[config.mk]
export PLATFORM = sky130hd
export DESIGN_NAME = prod_test_port
export DESIGN_NICKNAME = d
export VERILOG_FILES = /design/src/inc/prod_test_pkg.sv /design/src/inc/pin_sample_if.sv /design/src/prod_test_port.sv /design/src/pin_sync.sv
export VERILOG_INCLUDE_DIRS = /design/src /design/src/inc
export SDC_FILE = /design/constraint.sdc
export NUM_CORES = 1
export LEC_CHECK = 0
export BUFFER_PORTS_ARGS = -buffer_cell sky130_fd_sc_hd__buf_4
export CAP_MARGIN = 0
export CORE_MARGIN = 5
export CORE_UTILIZATION = 25
export DETAILED_ROUTE_END_ITERATION = 16
export GPL_ROUTABILITY_DRIVEN = 0
export HOLD_SLACK_MARGIN = 0.1
export SLEW_MARGIN = 0
export SYNTH_ARGS = -nofsm -noshare
export SYNTH_HDL_FRONTEND = slang
export SYNTH_SLANG_ARGS = --single-unit
export TNS_END_PERCENT = 20
[constraint.sdc]
create_clock -name clock -period 19.1 [get_ports clock]
set_clock_uncertainty 0.05 [all_clocks]
set_input_delay 1.91 -clock clock [delete_from_list [all_inputs] [get_ports clock]]
set_output_delay 1.91 -clock clock [all_outputs]
set_load 0.05 [all_outputs]
[src/inc/prod_test_cfg.svh]
`ifndef PROD_TEST_CFG_SVH
`define PROD_TEST_CFG_SVH

// Pin group widths
`define PT_RX_W 32
`define PT_TX_W 32
`define PT_ADDR_W 12
`define PT_DATA_W 16

// Shared receive pin positions used in test mode
`define PT_ADDR_LSB 10
`define PT_ADDR_MSB 21
`define PT_READ_BIT 22
`define PT_WRITE_BIT 23
`define PT_SEL_BIT 24

// Shared transmit pin positions carrying test data
`define PT_TDAT_LSB 16
`define PT_TDAT_MSB 31

// Reset values
`define PT_TX_RST 32'hFFFFFFFF
`define PT_RX_RST 32'h00000000
`define PT_DATA_RST 16'h0000
`define PT_ADDR_RST 12'h000

`endif

[src/inc/prod_test_pkg.sv]
`include "prod_test_cfg.svh"

package prod_test_pkg;

  // Raw pin levels sampled into the core clock domain
  typedef struct packed {
    logic enable;
    logic [`PT_RX_W-1:0] rx;
    logic [`PT_DATA_W-1:0] tdat;
  } pin_sample_s;

  // Tester access sequencing
  typedef enum logic [1:0] {
    ACC_IDLE,
    ACC_READ,
    ACC_WRITE
  } access_state_e;

  typedef logic [`PT_ADDR_W-1:0] test_addr_t;
  typedef logic [`PT_DATA_W-1:0] test_data_t;

endpackage

[src/inc/pin_sample_if.sv]
`timescale 1ns/1ps

interface pin_sample_if;
  import prod_test_pkg::*;

  pin_sample_s sample;

  modport src (
    output sample
  );
  modport sink (
    input sample
  );
endinterface

[src/prod_test_port.sv]
`timescale 1ns/1ps

`include "prod_test_cfg.svh"

// What this block does
// - In test mode the 12-bit test address chooses the register that a tester access targets.
// - In test mode the test address is taken from receive pins 21 down to 10.
// - Register select high steers an access to test registers, low to normal registers.
// - In test mode the register select, also address bit 12, is taken from receive pin 24.
// - While the read strobe is low and the write strobe high in test mode the block drives the addressed register onto test data.
// - In test mode the read strobe is taken from receive pin 22.
// - On the rising edge of the write strobe, with the read strobe high, the test data is written into the addressed register.
// - In test mode the write strobe is taken from receive pin 23.
// - In test mode the bidirectional test data bus uses transmit pins 31 down to 16.

module prod_test_port (
  input wire logic clock,
  input wire logic rst,
  input wire logic prod_test_enable,
  input wire logic [`PT_RX_W-1:0] rx_data_pins,
  input wire logic [`PT_DATA_W-1:0] test_data_in,
  output logic [`PT_TX_W-1:0] tx_data_pins_out,
  output logic [`PT_TX_W-1:0] tx_data_pins_oe,
  output logic [`PT_RX_W-1:0] rx_data_core,
  input wire logic [`PT_TX_W-1:0] tx_data_core,
  output logic test_mode,
  output prod_test_pkg::test_addr_t reg_addr,
  output logic reg_test_sel,
  output logic reg_rd,
  output logic reg_wr,
  output prod_test_pkg::test_data_t reg_wdata,
  input wire prod_test_pkg::test_data_t reg_rdata
);
  import prod_test_pkg::*;

  pin_sample_if pins ();

  // Pin inputs into the core clock domain
  pin_sync u_sync (
    .clock(clock),
    .rst(rst),
    .prod_test_enable(prod_test_enable),
    .rx_data_pins(rx_data_pins),
    .test_data_in(test_data_in),
    .pins(pins.src)
  );

  // Decoded views of the synchronised pins
  logic en_s;
  logic read_n_s;
  logic write_n_s;
  logic sel_s;
  test_addr_t addr_s;
  test_data_t tdat_s;
  logic write_n_prev_r;

  assign en_s = pins.sample.enable;
  assign read_n_s = pins.sample.rx[`PT_READ_BIT];
  assign write_n_s = pins.sample.rx[`PT_WRITE_BIT];
  assign sel_s = pins.sample.rx[`PT_SEL_BIT];
  assign addr_s = pins.sample.rx[`PT_ADDR_MSB:`PT_ADDR_LSB];
  assign tdat_s = pins.sample.tdat;

  // True for the shared receive bit positions taken over in test mode
  function automatic logic shared_rx_bit(input int unsigned idx);
    shared_rx_bit = (idx >= `PT_ADDR_LSB) && (idx <= `PT_SEL_BIT);
  endfunction

  // True for the transmit bit positions that carry test data
  function automatic logic shared_tx_bit(input int unsigned idx);
    shared_tx_bit = (idx >= `PT_TDAT_LSB) && (idx <= `PT_TDAT_MSB);
  endfunction

  access_state_e state_r;
  access_state_e state_nxt;
  logic write_rise;

  // Write strobe edge, seen only after both flops settled
  assign write_rise = write_n_s && !write_n_prev_r;

  // Previous synced write strobe, idle high after reset
  always_ff @(posedge clock or posedge rst) begin
    if (rst) begin
      write_n_prev_r <= 1'b1;
    end else begin
      write_n_prev_r <= write_n_s;
    end
  end

  // Access sequencing; a write needs a seen low phase before its rise
  always_comb begin
    state_nxt = state_r;
    unique case (state_r)
      ACC_IDLE: begin
        if (en_s && !read_n_s && write_n_s) begin
          state_nxt = ACC_READ;
        end else if (en_s && !write_n_s && read_n_s) begin
          state_nxt = ACC_WRITE;
        end
      end
      ACC_READ: begin
        // read lasts while strobe stays low
        if (!en_s || read_n_s || !write_n_s) begin
          state_nxt = ACC_IDLE;
        end
      end
      ACC_WRITE: begin
        if (!en_s || write_n_s || !read_n_s) begin
          state_nxt = ACC_IDLE;
        end
      end
      default: begin
        state_nxt = ACC_IDLE;
      end
    endcase
  end

  // Access state register
  always_ff @(posedge clock or posedge rst) begin
    if (rst) begin
      state_r <= ACC_IDLE;
    end else begin
      state_r <= state_nxt;
    end
  end

  // Test mode flag seen by the core
  always_ff @(posedge clock or posedge rst) begin
    if (rst) begin
      test_mode <= 1'b0;
    end else begin
      test_mode <= en_s;
    end
  end

  // address follows pins during test mode, held while in the write state
  always_ff @(posedge clock or posedge rst) begin
    if (rst) begin
      reg_addr <= `PT_ADDR_RST;
      reg_test_sel <= 1'b0;
    end else if (en_s && state_r != ACC_WRITE) begin
      reg_addr <= addr_s;
      reg_test_sel <= sel_s;
    end
  end

  always_ff @(posedge clock or posedge rst) begin
    if (rst) begin
      reg_wr <= 1'b0;
      reg_wdata <= `PT_DATA_RST;
    end else begin
      // Cleared every cycle, so a committed rise gives a one-cycle pulse
      reg_wr <= 1'b0;
      if (state_r == ACC_WRITE && en_s && read_n_s && write_rise) begin
        reg_wr <= 1'b1;
        reg_wdata <= tdat_s;
      end
    end
  end

  // Address and select held steady through the write low phase
  logic wr_addr_hold;
  assign wr_addr_hold = (state_r == ACC_WRITE);

  // One read decode feeds the core request and the pin drive alike
  logic read_active;
  assign read_active = en_s && !read_n_s && write_n_s && !wr_addr_hold;

  // read request level for the core
  always_ff @(posedge clock or posedge rst) begin
    if (rst) begin
      reg_rd <= 1'b0;
    end else begin
      reg_rd <= read_active;
    end
  end

  // Transmit pin drive; test data replaces the upper half in test mode
  always_ff @(posedge clock or posedge rst) begin
    if (rst) begin
      tx_data_pins_out <= `PT_TX_RST;
      tx_data_pins_oe <= {`PT_TX_W{1'b1}};
    end else begin
      // Enables follow the read decode, in step with the core request
      for (int i = 0; i < `PT_TX_W; i++) begin
        if (en_s && shared_tx_bit(i)) begin
          // upper transmit pins carry test data
          tx_data_pins_out[i] <= reg_rdata[4'(i - `PT_TDAT_LSB)];  // Index cut to data width
          // released unless a read is under way
          tx_data_pins_oe[i] <= read_active;
        end else begin
          tx_data_pins_out[i] <= tx_data_core[i];
          tx_data_pins_oe[i] <= 1'b1;
        end
      end
    end
  end

  // Receive data to the core; test pins read as zero in test mode
  always_ff @(posedge clock or posedge rst) begin
    if (rst) begin
      rx_data_core <= `PT_RX_RST;
    end else begin
      // Bits outside the shared range pass straight through
      for (int i = 0; i < `PT_RX_W; i++) begin
        // normal role when enable is low
        rx_data_core[i] <= (en_s && shared_rx_bit(i)) ? 1'b0 : pins.sample.rx[i];
      end
    end
  end
endmodule

[src/pin_sync.sv]
`timescale 1ns/1ps

`include "prod_test_cfg.svh"

module pin_sync (
  input wire logic clock,
  input wire logic rst,
  input wire logic prod_test_enable,
  input wire logic [`PT_RX_W-1:0] rx_data_pins,
  input wire logic [`PT_DATA_W-1:0] test_data_in,
  pin_sample_if.src pins
);
  import prod_test_pkg::*;

  pin_sample_s meta_r;
  pin_sample_s sync_r;

  // Two-stage synchroniser; first stage feeds only the second
  always_ff @(posedge clock or posedge rst) begin
    if (rst) begin
      meta_r <= '0;
      sync_r <= '0;
    end else begin
      meta_r <= '{enable: prod_test_enable, rx: rx_data_pins, tdat: test_data_in};
      sync_r <= meta_r;
    end
  end

  assign pins.sample = sync_r;
endmodule

==> results of run 1 <==
## cells by family (layout without fill, tap and decap cells)
family        after synthesis  in the layout
buf+inv                    39            239
mux                        37             37
simple gates               23             23
other cells                 1             16
flops                     198            198
## cell usage after synthesis
library cell and instances:
inv_1 2, clkbuf_1 2, nor3_1 2, buf_12 1, nor4bb_1 1, nand4bb_1 1, mux2_2 28, buf_2 1
dfrtp_1 164, buf_6 2, buf_4 31, nand2_4 1, dfstp_2 34, conb_1 1, nand2b_1 2, mux2_4 9
nor2b_1 16
## area by class of cell
cell class / instances / area share
Timing Repair Buffer: 205 / 0.1860
Multi-Input combinational cell: 76 / 0.08046
Clock inverter: 15 / 0.02798
Sequential cell: 198 / 0.6041
Clock buffer: 17 / 0.05142
Inverter: 2 / 0.001815
Tap cell: 319 / 0.04825
## worst reg2reg max path, stage by stage (launching register included)
cell and delay (ns):
dfrtp_1 0.38, nor2b_1 0.19, nand2b_1 0.64, mux2_2 0.43
## flip-flops by register name, indices dropped and copies added (netlist names)
| signal | count |
|---|---|
| u_sync.meta_r | 49 |
| rx_data_core | 32 |
| reg_wr | 1 |
| tx_data_pins_oe | 1 |
| reg_rd | 1 |
| reg_wdata | 16 |
| u_sync.pins.sample | 49 |
| reg_addr | 12 |
| reg_test_sel | 1 |
| write_n_prev_r | 1 |
| test_mode | 1 |
| state_r | 2 |
| tx_data_pins_out | 32 |
## report_power, final
part	switching, mW	total, mW	internal (mW)	leakage, nW
Sequential	0.0102	0.458	0.448	2.32
Clock	0.193	0.380	0.187	0.317
Combinational	0.0919	0.135	0.0427	1.33
Total	0.296	0.973	0.677	3.97
## metal layers
layer | global-route usage | share of wire
met4 | 0.03889 | 0.016
met5 | 0 | 0.0018
met2 | 0.1407 | 0.48
met3 | 0.05678 | 0.14
met1 | 0.09653 | 0.36
## metrics by stage
stage	instance area, um^2	utilization	setup slack [ns]	cells
2_1_floorplan	5958	-	11.80	313
3_3_place_gp	7616	0.3264	15.47	800
3_5_place_dp	7616	0.3264	15.34	800
4_1_cts	8273	0.3546	15.75	832
5_1_grt	8273	0.3546	15.52	832
6_report	8273	0.3546	15.80	832
## how the worst min path moves through the flow
stage / to / slack, ns / from / cells after the start
2_1_floorplan: rx_data_core[0] / 0.28 / u_sync.pins.sample[16] / 0
3_3_place_gp: rx_data_core[28] / 0.28 / u_sync.pins.sample[44] / 0
3_5_place_dp: rx_data_core[7] / 0.28 / u_sync.pins.sample[23] / 0
4_1_cts: u_sync.pins.sample[15] / 0.30 / u_sync.meta_r[15] / 0
5_1_grt: rx_data_core[7] / 0.31 / u_sync.pins.sample[23] / 0
6_report: u_sync.pins.sample[15] / 0.30 / u_sync.meta_r[15] / 0
==> results.rst, run 1 <==
.. list-table::
   :header-rows: 1

   * - Metric
     - Value
   * - Run status
     - finished, final reports clean
   * - I/O pins
     - about 230
   * - Synth-to-Final Area Change
     - 40.17%
   * - Cell chain of the critical path
     - buf_4
   * - Critical path launch point
     - tx_data_pins_oe[16]
   * - Total routing resource utilization after global routing
     - 0.08983
   * - Time the worst path needs with I/O delays and setup
     - 3.302 ns
   * - Clock transition at the registers of the reported paths
     - 0.08 ns
   * - Crit-path max cell delay
     - 0.67 ns
   * - Layout cells sized above 1
     - 0.6043
   * - Fraction of post-synthesis cell area in the top cell type by area
     - 0.6954
   * - Global-route wire length before repair
     - 18400 um
   * - IO buf count
     - 202
   * - Number of cells upsized or downsized after cts
     - 0
   * - Kind of critical path
     - flip-flop to output pin
   * - Largest voltage drop on the vdd net
     - 0.04423 mV
   * - Crit path max fanout
     - 16
   * - Peak clock frequency supported by timing
     - 302.8 MHz
   * - Max-cap violations
     - 0
   * - Maximum level of the CTS H-tree
     - 4
   * - Number of nets still failing antenna checks after routing
     - 0
   * - Final Hold Violating Endpoints
     - 0
   * - FF-to-FF End
     - reg_addr[4]
   * - Detailed-route wire length per cell
     - 13.99 um
   * - Worst EP required
     - 17.14 ns
   * - Number of buffers added to fix hold violations after cts
     - 0
   * - Unrepaired setup endpoints after global routing
     - false
   * - Avg Cell Area, Syn
     - between 15 and 20 um^2
   * - Total number of yosys warnings
     - 0
   * - Area of the multi-input gates
     - roughly 670 um^2
   * - End point of the critical path
     - tx_data_pins_oe[19]
   * - Vias in the first global route
     - 3372
   * - Leading cell types in the layout, fill and taps excluded
     - buf_4, dfrtp_1, dfstp_2
   * - Die width
     - about 160 um
   * - Number of design-rule violations left by the first detailed-router iteration
     - 59
   * - Die Footprint
     - 26780 um^2
   * - Fraction of the cycle the final worst path needs
     - 0.1729
   * - Number of cells produced by synthesis
     - 298
   * - Share of synthesized cell area in full adder, half adder and majority cells
     - 0
   * - Largest delay contributor family on the critical path
     - flip-flops
   * - Worst-case hold slack
     - 0.2960 ns
   * - Headroom to the max-slew limit
     - 0.3607
   * - Count of nets after finishing
     - 599
   * - Cell type with the highest aggregate area in the netlist
     - dfrtp_1
   * - Commonest non-fill, non-tap cell in the layout
     - buf_4
   * - Cell Pwr Density
     - 117.6 nW/um^2
   * - Netlist area before placement
     - 5902 um^2
   * - Slowest-stage cell, CP
     - dfstp_2
   * - Simple-gate share of the synthesized area
     - 0.02629
   * - Worst Reg2Reg Path Length in Cells
     - 3
   * - Sequential area share after synthesis
     - 0.8467
   * - Count of cell instances traversed by the critical path
     - 1
   * - Total via count in the routed design
     - 2955
   * - Setup crit end kind
     - output pin
   * - Core Box Area
     - 23330 um^2
   * - Count of final setup violators
     - 0
   * - Multiplexer fraction of the synthesized cell area
     - 0.07632
   * - Area used by sequential logic in the layout
     - about 5000 um^2
   * - Max-slew violation total from the final report
     - 0
   * - Number of clock buffers inserted by TritonCTS
     - 17
   * - Post-synthesis xor/xnor area fraction
     - 0
   * - DRC Markers
     - 0
   * - Setup slack of the most critical reg-to-reg path
     - 17.31 ns
   * - Measured slew at the worst slew-check pin
     - 0.9590 ns
   * - Height of the chip
     - 163.6 um
   * - Leading cell types by total area after synthesis
     - dfrtp_1, dfstp_2, mux2_2
   * - Number of inserted diodes
     - 0
   * - Critical path buffers and inverters
     - 1
   * - Leakage power of the design
     - 3.972 nW
   * - Largest net degree at the start of global routing
     - 119
   * - Number of distinct library cells after synthesis
     - 17
   * - Drt pass-1 iters
     - 4
   * - CTS tree
     - done
   * - Post-DP HPWL
     - 8191 um
   * - Floorplan row count
     - 56
   * - Buffer type at the clock tree root
     - clkbuf_16
   * - Total Routed Length
     - 11640 um
   * - Main combinational cell family by area after synthesis
     - multiplexers
   * - Clock sinks
     - 198
   * - Worst Setup Start Kind
     - flip-flop
   * - Class of the tightest hold or removal check
     - flip-flop to flip-flop
   * - #FFs+latches synth
     - 198
   * - Vias per inst
     - 3.552
   * - Number of antenna violations at the first check in global routing
     - 2
   * - Setup Fix Bufs, Post-CTS
     - 0
   * - Number of filler instances in the final layout
     - 2225
   * - Final Total Pwr
     - 972.9 uW
   * - Initial standard-cell utilization of the core
     - 0.2529
   * - GR Overflow Total
     - 0
   * - Arrival @ worst endpoint
     - roughly 1.3 ns
   * - Setup TNS Final
     - 0 ns
   * - Critical R2R Launch
     - state_r[0]
   * - Maximum clock insertion buffer count
     - 2
   * - Clock Latency Late Sink
     - between 0.4 and 0.5 ns
   * - Fraction of the mapped netlist area in compound gates
     - 0
Note: power is estimated with default switching activity, not from simulation.
==> inputs of run 2 (changes only) <==
==> constraint.sdc (replaced) <==
create_clock -name clock -period 3.23 [get_ports clock]
set_clock_uncertainty 0.05 [all_clocks]
set_input_delay 0.323 -clock clock [delete_from_list [all_inputs] [get_ports clock]]
set_output_delay 0.323 -clock clock [all_outputs]
set_load 0.05 [all_outputs]
==> run 2 against run 1 <==
  * First-iteration DRC count increased by 27%
  * Setup slack got worse by 15 ns
  * Critical endpoint is now tx_data_pins_out[21]
  * Sequential power increased to 5.9 times the previous value
  * Register-to-register slack got worse by 16 ns
  * Global-route usage increased by 0.94 points
  * Combinational power increased to 6.6 times the previous value
  * Largest cell class unchanged
==> results.rst, run 2 (synthesis gave the netlist of run 1 again) <==
.. list-table::
   :header-rows: 1

   * - Metric
     - Value
   * - Clock sinks
     - 198 (unchanged)
   * - Count of nets after finishing
     - 692 (+16%)
   * - Worst Setup Start Kind
     - flip-flop
   * - Maximum clock insertion buffer count
     - 2 (unchanged)
   * - Cell Pwr Density
     - 624.9 nW/um^2 (+430%)
   * - Maximum level of the CTS H-tree
     - 4 (unchanged)
   * - Initial standard-cell utilization of the core
     - 0.2529 (unchanged)
   * - Leading cell types in the layout, fill and taps excluded
     - buf_4, dfrtp_1, dlygate4sd3_1
   * - Vias in the first global route
     - 3891 (+15%)
   * - Number of clock buffers inserted by TritonCTS
     - 17 (unchanged)
   * - I/O pins
     - 227 (unchanged)
   * - Drt pass-1 iters
     - 4 (unchanged)
   * - Number of antenna violations at the first check in global routing
     - 0 (-2)
   * - Largest net degree at the start of global routing
     - 70 (-41%)
   * - Detailed-route wire length per cell
     - 14.03 um (+0.30%)
   * - Largest voltage drop on the vdd net
     - 0.3325 mV (+650%)
   * - Time the worst path needs with I/O delays and setup
     - 1.983 ns
   * - Core Box Area
     - 23330 um^2 (unchanged)
   * - Total Routed Length
     - 12980 um (+12%)
   * - Vias per inst
     - 3.617 (+1.8%)
   * - Height of the chip
     - 163.6 um (unchanged)
   * - Buffer type at the clock tree root
     - clkbuf_16
   * - Max-cap violations
     - 0 (unchanged)
   * - Class of the tightest hold or removal check
     - flip-flop to flip-flop
   * - IO buf count
     - 202 (unchanged)
   * - Headroom to the max-slew limit
     - 0.4187 (+0.05803)
   * - Layout cells sized above 1
     - 0.5165 (-0.08779)
   * - DRC Markers
     - 0 (unchanged)
   * - Critical R2R Launch
     - u_sync.pins.sample[48]
   * - Final Hold Violating Endpoints
     - 0 (unchanged)
   * - Global-route wire length before repair
     - 20530 um (+12%)
   * - Pre-CTS setup slack
     - 1.415 ns (-13.92 ns)
   * - Number of inserted diodes
     - 0 (unchanged)
   * - Number of design-rule violations left by the first detailed-router iteration
     - 75 (+27%)
   * - Floorplan row count
     - 56 (unchanged)
   * - Count of final setup violators
     - 0 (unchanged)
   * - Total routing resource utilization after global routing
     - 0.09918 (+0.009354)
   * - Kind of critical path
     - flip-flop to flip-flop
   * - Die Footprint
     - 26780 um^2 (unchanged)
   * - Synth-to-Final Area Change
     - 55.35%
   * - Clock Latency Late Sink
     - 0.42 ns (about the same)
   * - Setup Fix Bufs, Post-CTS
     - 0 (unchanged)
   * - Peak clock frequency supported by timing
     - 504.4 MHz
   * - Post-DP HPWL
     - 8596 um (+4.9%)
   * - Leakage power of the design
     - 4.342 nW (+9.3%)
   * - Run status
     - finished, final reports clean
   * - Number of nets still failing antenna checks after routing
     - 0 (unchanged)
   * - Final WS setup
     - 1.247 ns (-14.55 ns)
   * - Measured slew at the worst slew-check pin
     - 0.8701 ns (-0.08888 ns)
   * - Arrival @ worst endpoint
     - 2.27 ns (+0.93 ns)
   * - Worst EP required
     - 3.52 ns (-13.62 ns)
   * - CTS tree
     - done
   * - Fraction of the cycle the final worst path needs
     - 0.6138
   * - Max-slew violation total from the final report
     - 0 (unchanged)
   * - Total via count in the routed design
     - 3346 (+13%)
   * - Setup crit end kind
     - flip-flop
   * - Die width
     - 163.6 um (unchanged)
   * - Commonest non-fill, non-tap cell in the layout
     - buf_4
   * - Setup TNS Final
     - 0 ns (unchanged)
   * - Crit path max fanout
     - 21 (+5)
   * - Unrepaired setup endpoints after global routing
     - false
   * - Launch instance of the worst min-delay path
     - u_sync.meta_r[8]
   * - Critical path launch point
     - u_sync.pins.sample[48]
   * - GR Overflow Total
     - 0 (unchanged)
   * - Clock transition at the registers of the reported paths
     - 0.07 ns (about the same)
[run 2: path summary, 6_finish.rpt]
path | endpoint | slack [ns] | cells past startpoint
max in group asynchronous | tx_data_pins_out[17] | 1.68 | 4
min | u_sync.pins.sample[8] | 0.30 | 0
max | tx_data_pins_out[21] | 1.25 | 3
min in group asynchronous | u_sync.meta_r[47] | 0.59 | 3
max reg2reg | tx_data_pins_out[21] | 1.25 | 3
min reg2reg | u_sync.pins.sample[8] | 0.30 | 0
[run 2: metal layers]
| layer | up-vias | part of all wire | global-route usage |
|---|---|---|---|
| li1 | 1490 | - | - |
| met1 | 1704 | 0.37 | 0.1105 |
| met2 | 142 | 0.51 | 0.1695 |
| met3 | 10 | 0.097 | 0.04466 |
| met4 | 0 | 0.014 | 0.03241 |
| met5 | - | 0 | 0 |
[run 2: repair_timing]
action                                 CTS  global route
hold buffers                            90             0
endpoints found under the hold margin  105             0
resized for setup                        0             0
[run 2: through the flow]
step                      std cells  power (mW)  cell area (um^2)  hold slack, ns    util
after floorplan                 313       3.295              5962          0.2775       -
after global placement          803       3.559              7660          0.2817  0.3283
after detailed placement        803       3.573              7660          0.2847  0.3283
after CTS                       925       5.819              9169          0.2930  0.3930
after global routing            925       5.992              9169          0.2968  0.3930
final                           925       5.730              9169          0.2961  0.3930
[run 2: final cells by class]
type	instances	area (um^2)
Fill cell	2163	14160
Clock buffer	17	425.4
Clock inverter	15	182.7
Inverter	2	11.26
Multi-Input combinational cell	76	665.6
Sequential cell	198	4997
Tap cell	319	399.1
Timing Repair Buffer	298	2487
[run 2: power by group]
group	internal, mW	switching, mW
clock	1.11	1.01
sequential	2.65	0.0643
combinational	0.332	0.565
total	4.09	1.64
[run 2: worst max-delay path, stage by stage (launching register included)]
cell	delay, ns
dfrtp_1	0.57
buf_4	0.35
mux2_2	0.37
dlygate4sd3_1	0.56
==> inputs of run 3 (changes only) <==
==> constraint.sdc (replaced) <==
create_clock -name clock -period 1.9 [get_ports clock]
set_clock_uncertainty 0.05 [all_clocks]
set_input_delay 0.19 -clock clock [delete_from_list [all_inputs] [get_ports clock]]
set_output_delay 0.19 -clock clock [all_outputs]
set_load 0.05 [all_outputs]
==> run 3 against run 2 <==
  * Sequential power rose by 70%
  * First-iteration DRC count down 25%
  * Combinational power increased by 71%
  * Power up 71%
  * Final cell count increased by 0.43%
  * Non-clock buffer count up 4
  * Global-route usage shrank 0.19 points
  * Highest routed layer unchanged
  * Worst hold slack got worse by 0.0026 ns
  * Clock-buffer cell count did not move
  * Die area unchanged
  * Setup slack got worse by 1.2 ns
  * Critical endpoint is now tx_data_pins_out[18]
  * Largest cell class unchanged
==> results.rst, run 3 (synthesis gave the netlist of run 1 again) <==
.. list-table::
   :header-rows: 1

   * - Metric
     - Value
   * - Run status
     - finished, final reports clean
   * - Number of clock buffers inserted by TritonCTS
     - 17 (unchanged)
   * - Commonest non-fill, non-tap cell in the layout
     - buf_4
   * - Max-slew violation total from the final report
     - 0 (unchanged)
   * - Floorplan row count
     - 56 (unchanged)
   * - Die width
     - 163.6 um (unchanged)
   * - Total Routed Length
     - 12690 um (-2.2%)
   * - Number of nets still failing antenna checks after routing
     - 0 (unchanged)
   * - Number of inserted diodes
     - 0 (unchanged)
   * - Layout cells sized above 1
     - 0.5197 (+0.003170)
   * - Drt pass-1 iters
     - 4 (unchanged)
   * - Number of filler instances in the final layout
     - 2156 (-0.32%)
   * - Detailed-route wire length per cell
     - 13.66 um (-2.6%)
   * - Core Box Area
     - 23330 um^2 (unchanged)
   * - Area of the multi-input gates
     - 665.6 um^2 (unchanged)
   * - Setup crit end kind
     - flip-flop
   * - Clock sinks
     - 198 (unchanged)
   * - Area used by sequential logic in the layout
     - 4997 um^2 (unchanged)
   * - Largest delay contributor family on the critical path
     - buffers and inverters
   * - IO buf count
     - 202 (unchanged)
   * - Die Footprint
     - 26780 um^2 (unchanged)
   * - Global-route wire length before repair
     - 20220 um (-1.5%)
   * - Time the worst path needs with I/O delays and setup
     - 1.821 ns (-0.1622 ns)
   * - DRC Markers
     - 0 (unchanged)
   * - Fraction of the cycle the final worst path needs
     - 0.9582 (+0.3443)
   * - Leakage power of the design
     - 4.375 nW (+0.76%)
   * - Cell Pwr Density
     - 1059 nW/um^2 (+70%)
   * - CTS tree
     - done
   * - Arrival @ worst endpoint
     - 2.12 ns (-0.15 ns)
   * - Unrepaired setup endpoints after global routing
     - false
   * - Number of antenna violations at the first check in global routing
     - 0 (unchanged)
   * - Setup Fix Bufs, Post-CTS
     - 0 (unchanged)
   * - Total via count in the routed design
     - 3374 (+0.84%)
   * - Kind of critical path
     - flip-flop to flip-flop
   * - Largest net degree at the start of global routing
     - 70 (unchanged)
   * - Class of the tightest hold or removal check
     - flip-flop to flip-flop
   * - Slowest-stage cell, CP
     - dlygate4sd3_1
   * - Buffer type at the clock tree root
     - clkbuf_16
   * - Worst-case hold slack
     - 0.2934 ns (-0.002643 ns)
   * - Worst Reg2Reg Path Length in Cells
     - 3 (unchanged)
   * - Final cell utilization of the core
     - 0.3953 (+0.002360)
   * - Final WS setup
     - 0.07943 ns (-1.168 ns)
   * - GR Overflow Total
     - 0 (unchanged)
   * - Count of final setup violators
     - 0 (unchanged)
   * - Count of cell instances traversed by the critical path
     - 3 (unchanged)
   * - Peak clock frequency supported by timing
     - 549.3 MHz (+8.9%)
   * - Max-cap violations
     - 0 (unchanged)
   * - Worst Setup Start Kind
     - flip-flop
   * - Instance count along the most critical hold path
     - 0 (unchanged)
   * - Count of nets after finishing
     - 696 (+0.58%)
   * - Total routing resource utilization after global routing
     - 0.09729 (-0.001887)
   * - Largest voltage drop on the vdd net
     - 0.6127 mV (+84%)
   * - Initial standard-cell utilization of the core
     - 0.2529 (unchanged)
   * - Clock transition at the registers of the reported paths
     - 0.08 ns (about the same)
   * - Maximum level of the CTS H-tree
     - 4 (unchanged)
   * - Crit path max fanout
     - 22 (+4.8%)
   * - Post-DP HPWL
     - 8713 um (+1.4%)
   * - Synth-to-Final Area Change
     - 56.29%
   * - Critical path buffers and inverters
     - 2 (unchanged)
   * - I/O pins
     - 227 (unchanged)
   * - Worst EP required
     - 2.20 ns (-1.32 ns)
   * - Crit-path max cell delay
     - 0.56 ns (about the same)
   * - Vias in the first global route
     - 3927 (+0.93%)
   * - Vias per inst
     - 3.632 (+0.40%)
   * - Setup TNS Final
     - 0 ns (unchanged)
   * - Pre-CTS setup slack
     - 0.4089 ns (-1.006 ns)
   * - Maximum clock insertion buffer count
     - 2 (unchanged)
   * - Cell chain of the critical path
     - buf_6 > mux2_2 > dlygate4sd3_1
   * - Clock Latency Late Sink
     - 0.42 ns (about the same)
   * - Number of design-rule violations left by the first detailed-router iteration
     - 56 (-25%)
   * - Final Hold Violating Endpoints
     - 0 (unchanged)
   * - Height of the chip
     - 163.6 um (unchanged)
   * - Leading cell types in the layout, fill and taps excluded
     - buf_4, dfrtp_1, dlygate4sd3_1
   * - Final Total Pwr
     - 9.771 mW (+71%)
[run 3: what timing repair did]
item / CTS / global route
hold buffers: 90 / 0
endpoints found under the hold margin: 117 / 0
resized for setup: 0 / 1
setup endpoints to repair: 0 / 4
[run 3: final cells by class]
| class | count | share of cell area |
|---|---|---|
| clock buffers | 17 | 0.04612 |
| inverters | 2 | 0.001221 |
| multi-input cells | 76 | 0.07216 |
| repair buffers | 302 | 0.2747 |
| clock inverters | 15 | 0.02075 |
| well taps | 319 | 0.04327 |
| flip-flops and latches | 198 | 0.5418 |
[run 3: power by group]
| part | leakage, nW | switching (mW) | total, mW | internal, mW |
|---|---|---|---|---|
| sequential | 2.32 | 0.107 | 4.61 | 4.50 |
| combinational | 1.75 | 0.961 | 1.53 | 0.569 |
| clock | 0.299 | 1.81 | 3.64 | 1.82 |
| total | 4.38 | 2.88 | 9.77 | 6.89 |
[run 3: worst reg2reg max path: stages, from the launching register on]
cell	delay, ns
dfrtp_1	0.50
buf_6	0.27
mux2_2	0.37
dlygate4sd3_1	0.56
[run 3: layer usage]
layer	global-route usage	up-vias	wire length [um]
li1	-	1502	-
met1	0.1078	1716	4637
met2	0.1665	147	6624
met3	0.04567	9	1276
met4	0.03012	0	149
met5	0	-	0
[run 3: path summary, 6_finish.rpt]
check | startpoint | endpoint | slack (ns)
worst min-delay path | u_sync.meta_r[15] | u_sync.pins.sample[15] | 0.29
min in group asynchronous | rst | u_sync.meta_r[19] | 0.30
worst max register to register | u_sync.pins.sample[48] | tx_data_pins_out[18] | 0.08
worst min register to register | u_sync.meta_r[15] | u_sync.pins.sample[15] | 0.29
max in group asynchronous | rst | tx_data_pins_out[19] | 0.76
worst max-delay path | u_sync.pins.sample[48] | tx_data_pins_out[18] | 0.08
[run 3: per-stage QoR]
step / instances / area, um^2
6_report: 929 / 9224
5_1_grt: 929 / 9224
4_1_cts: 929 / 9220
3_5_place_dp: 807 / 7702
3_3_place_gp: 807 / 7702
2_1_floorplan: 313 / 5962
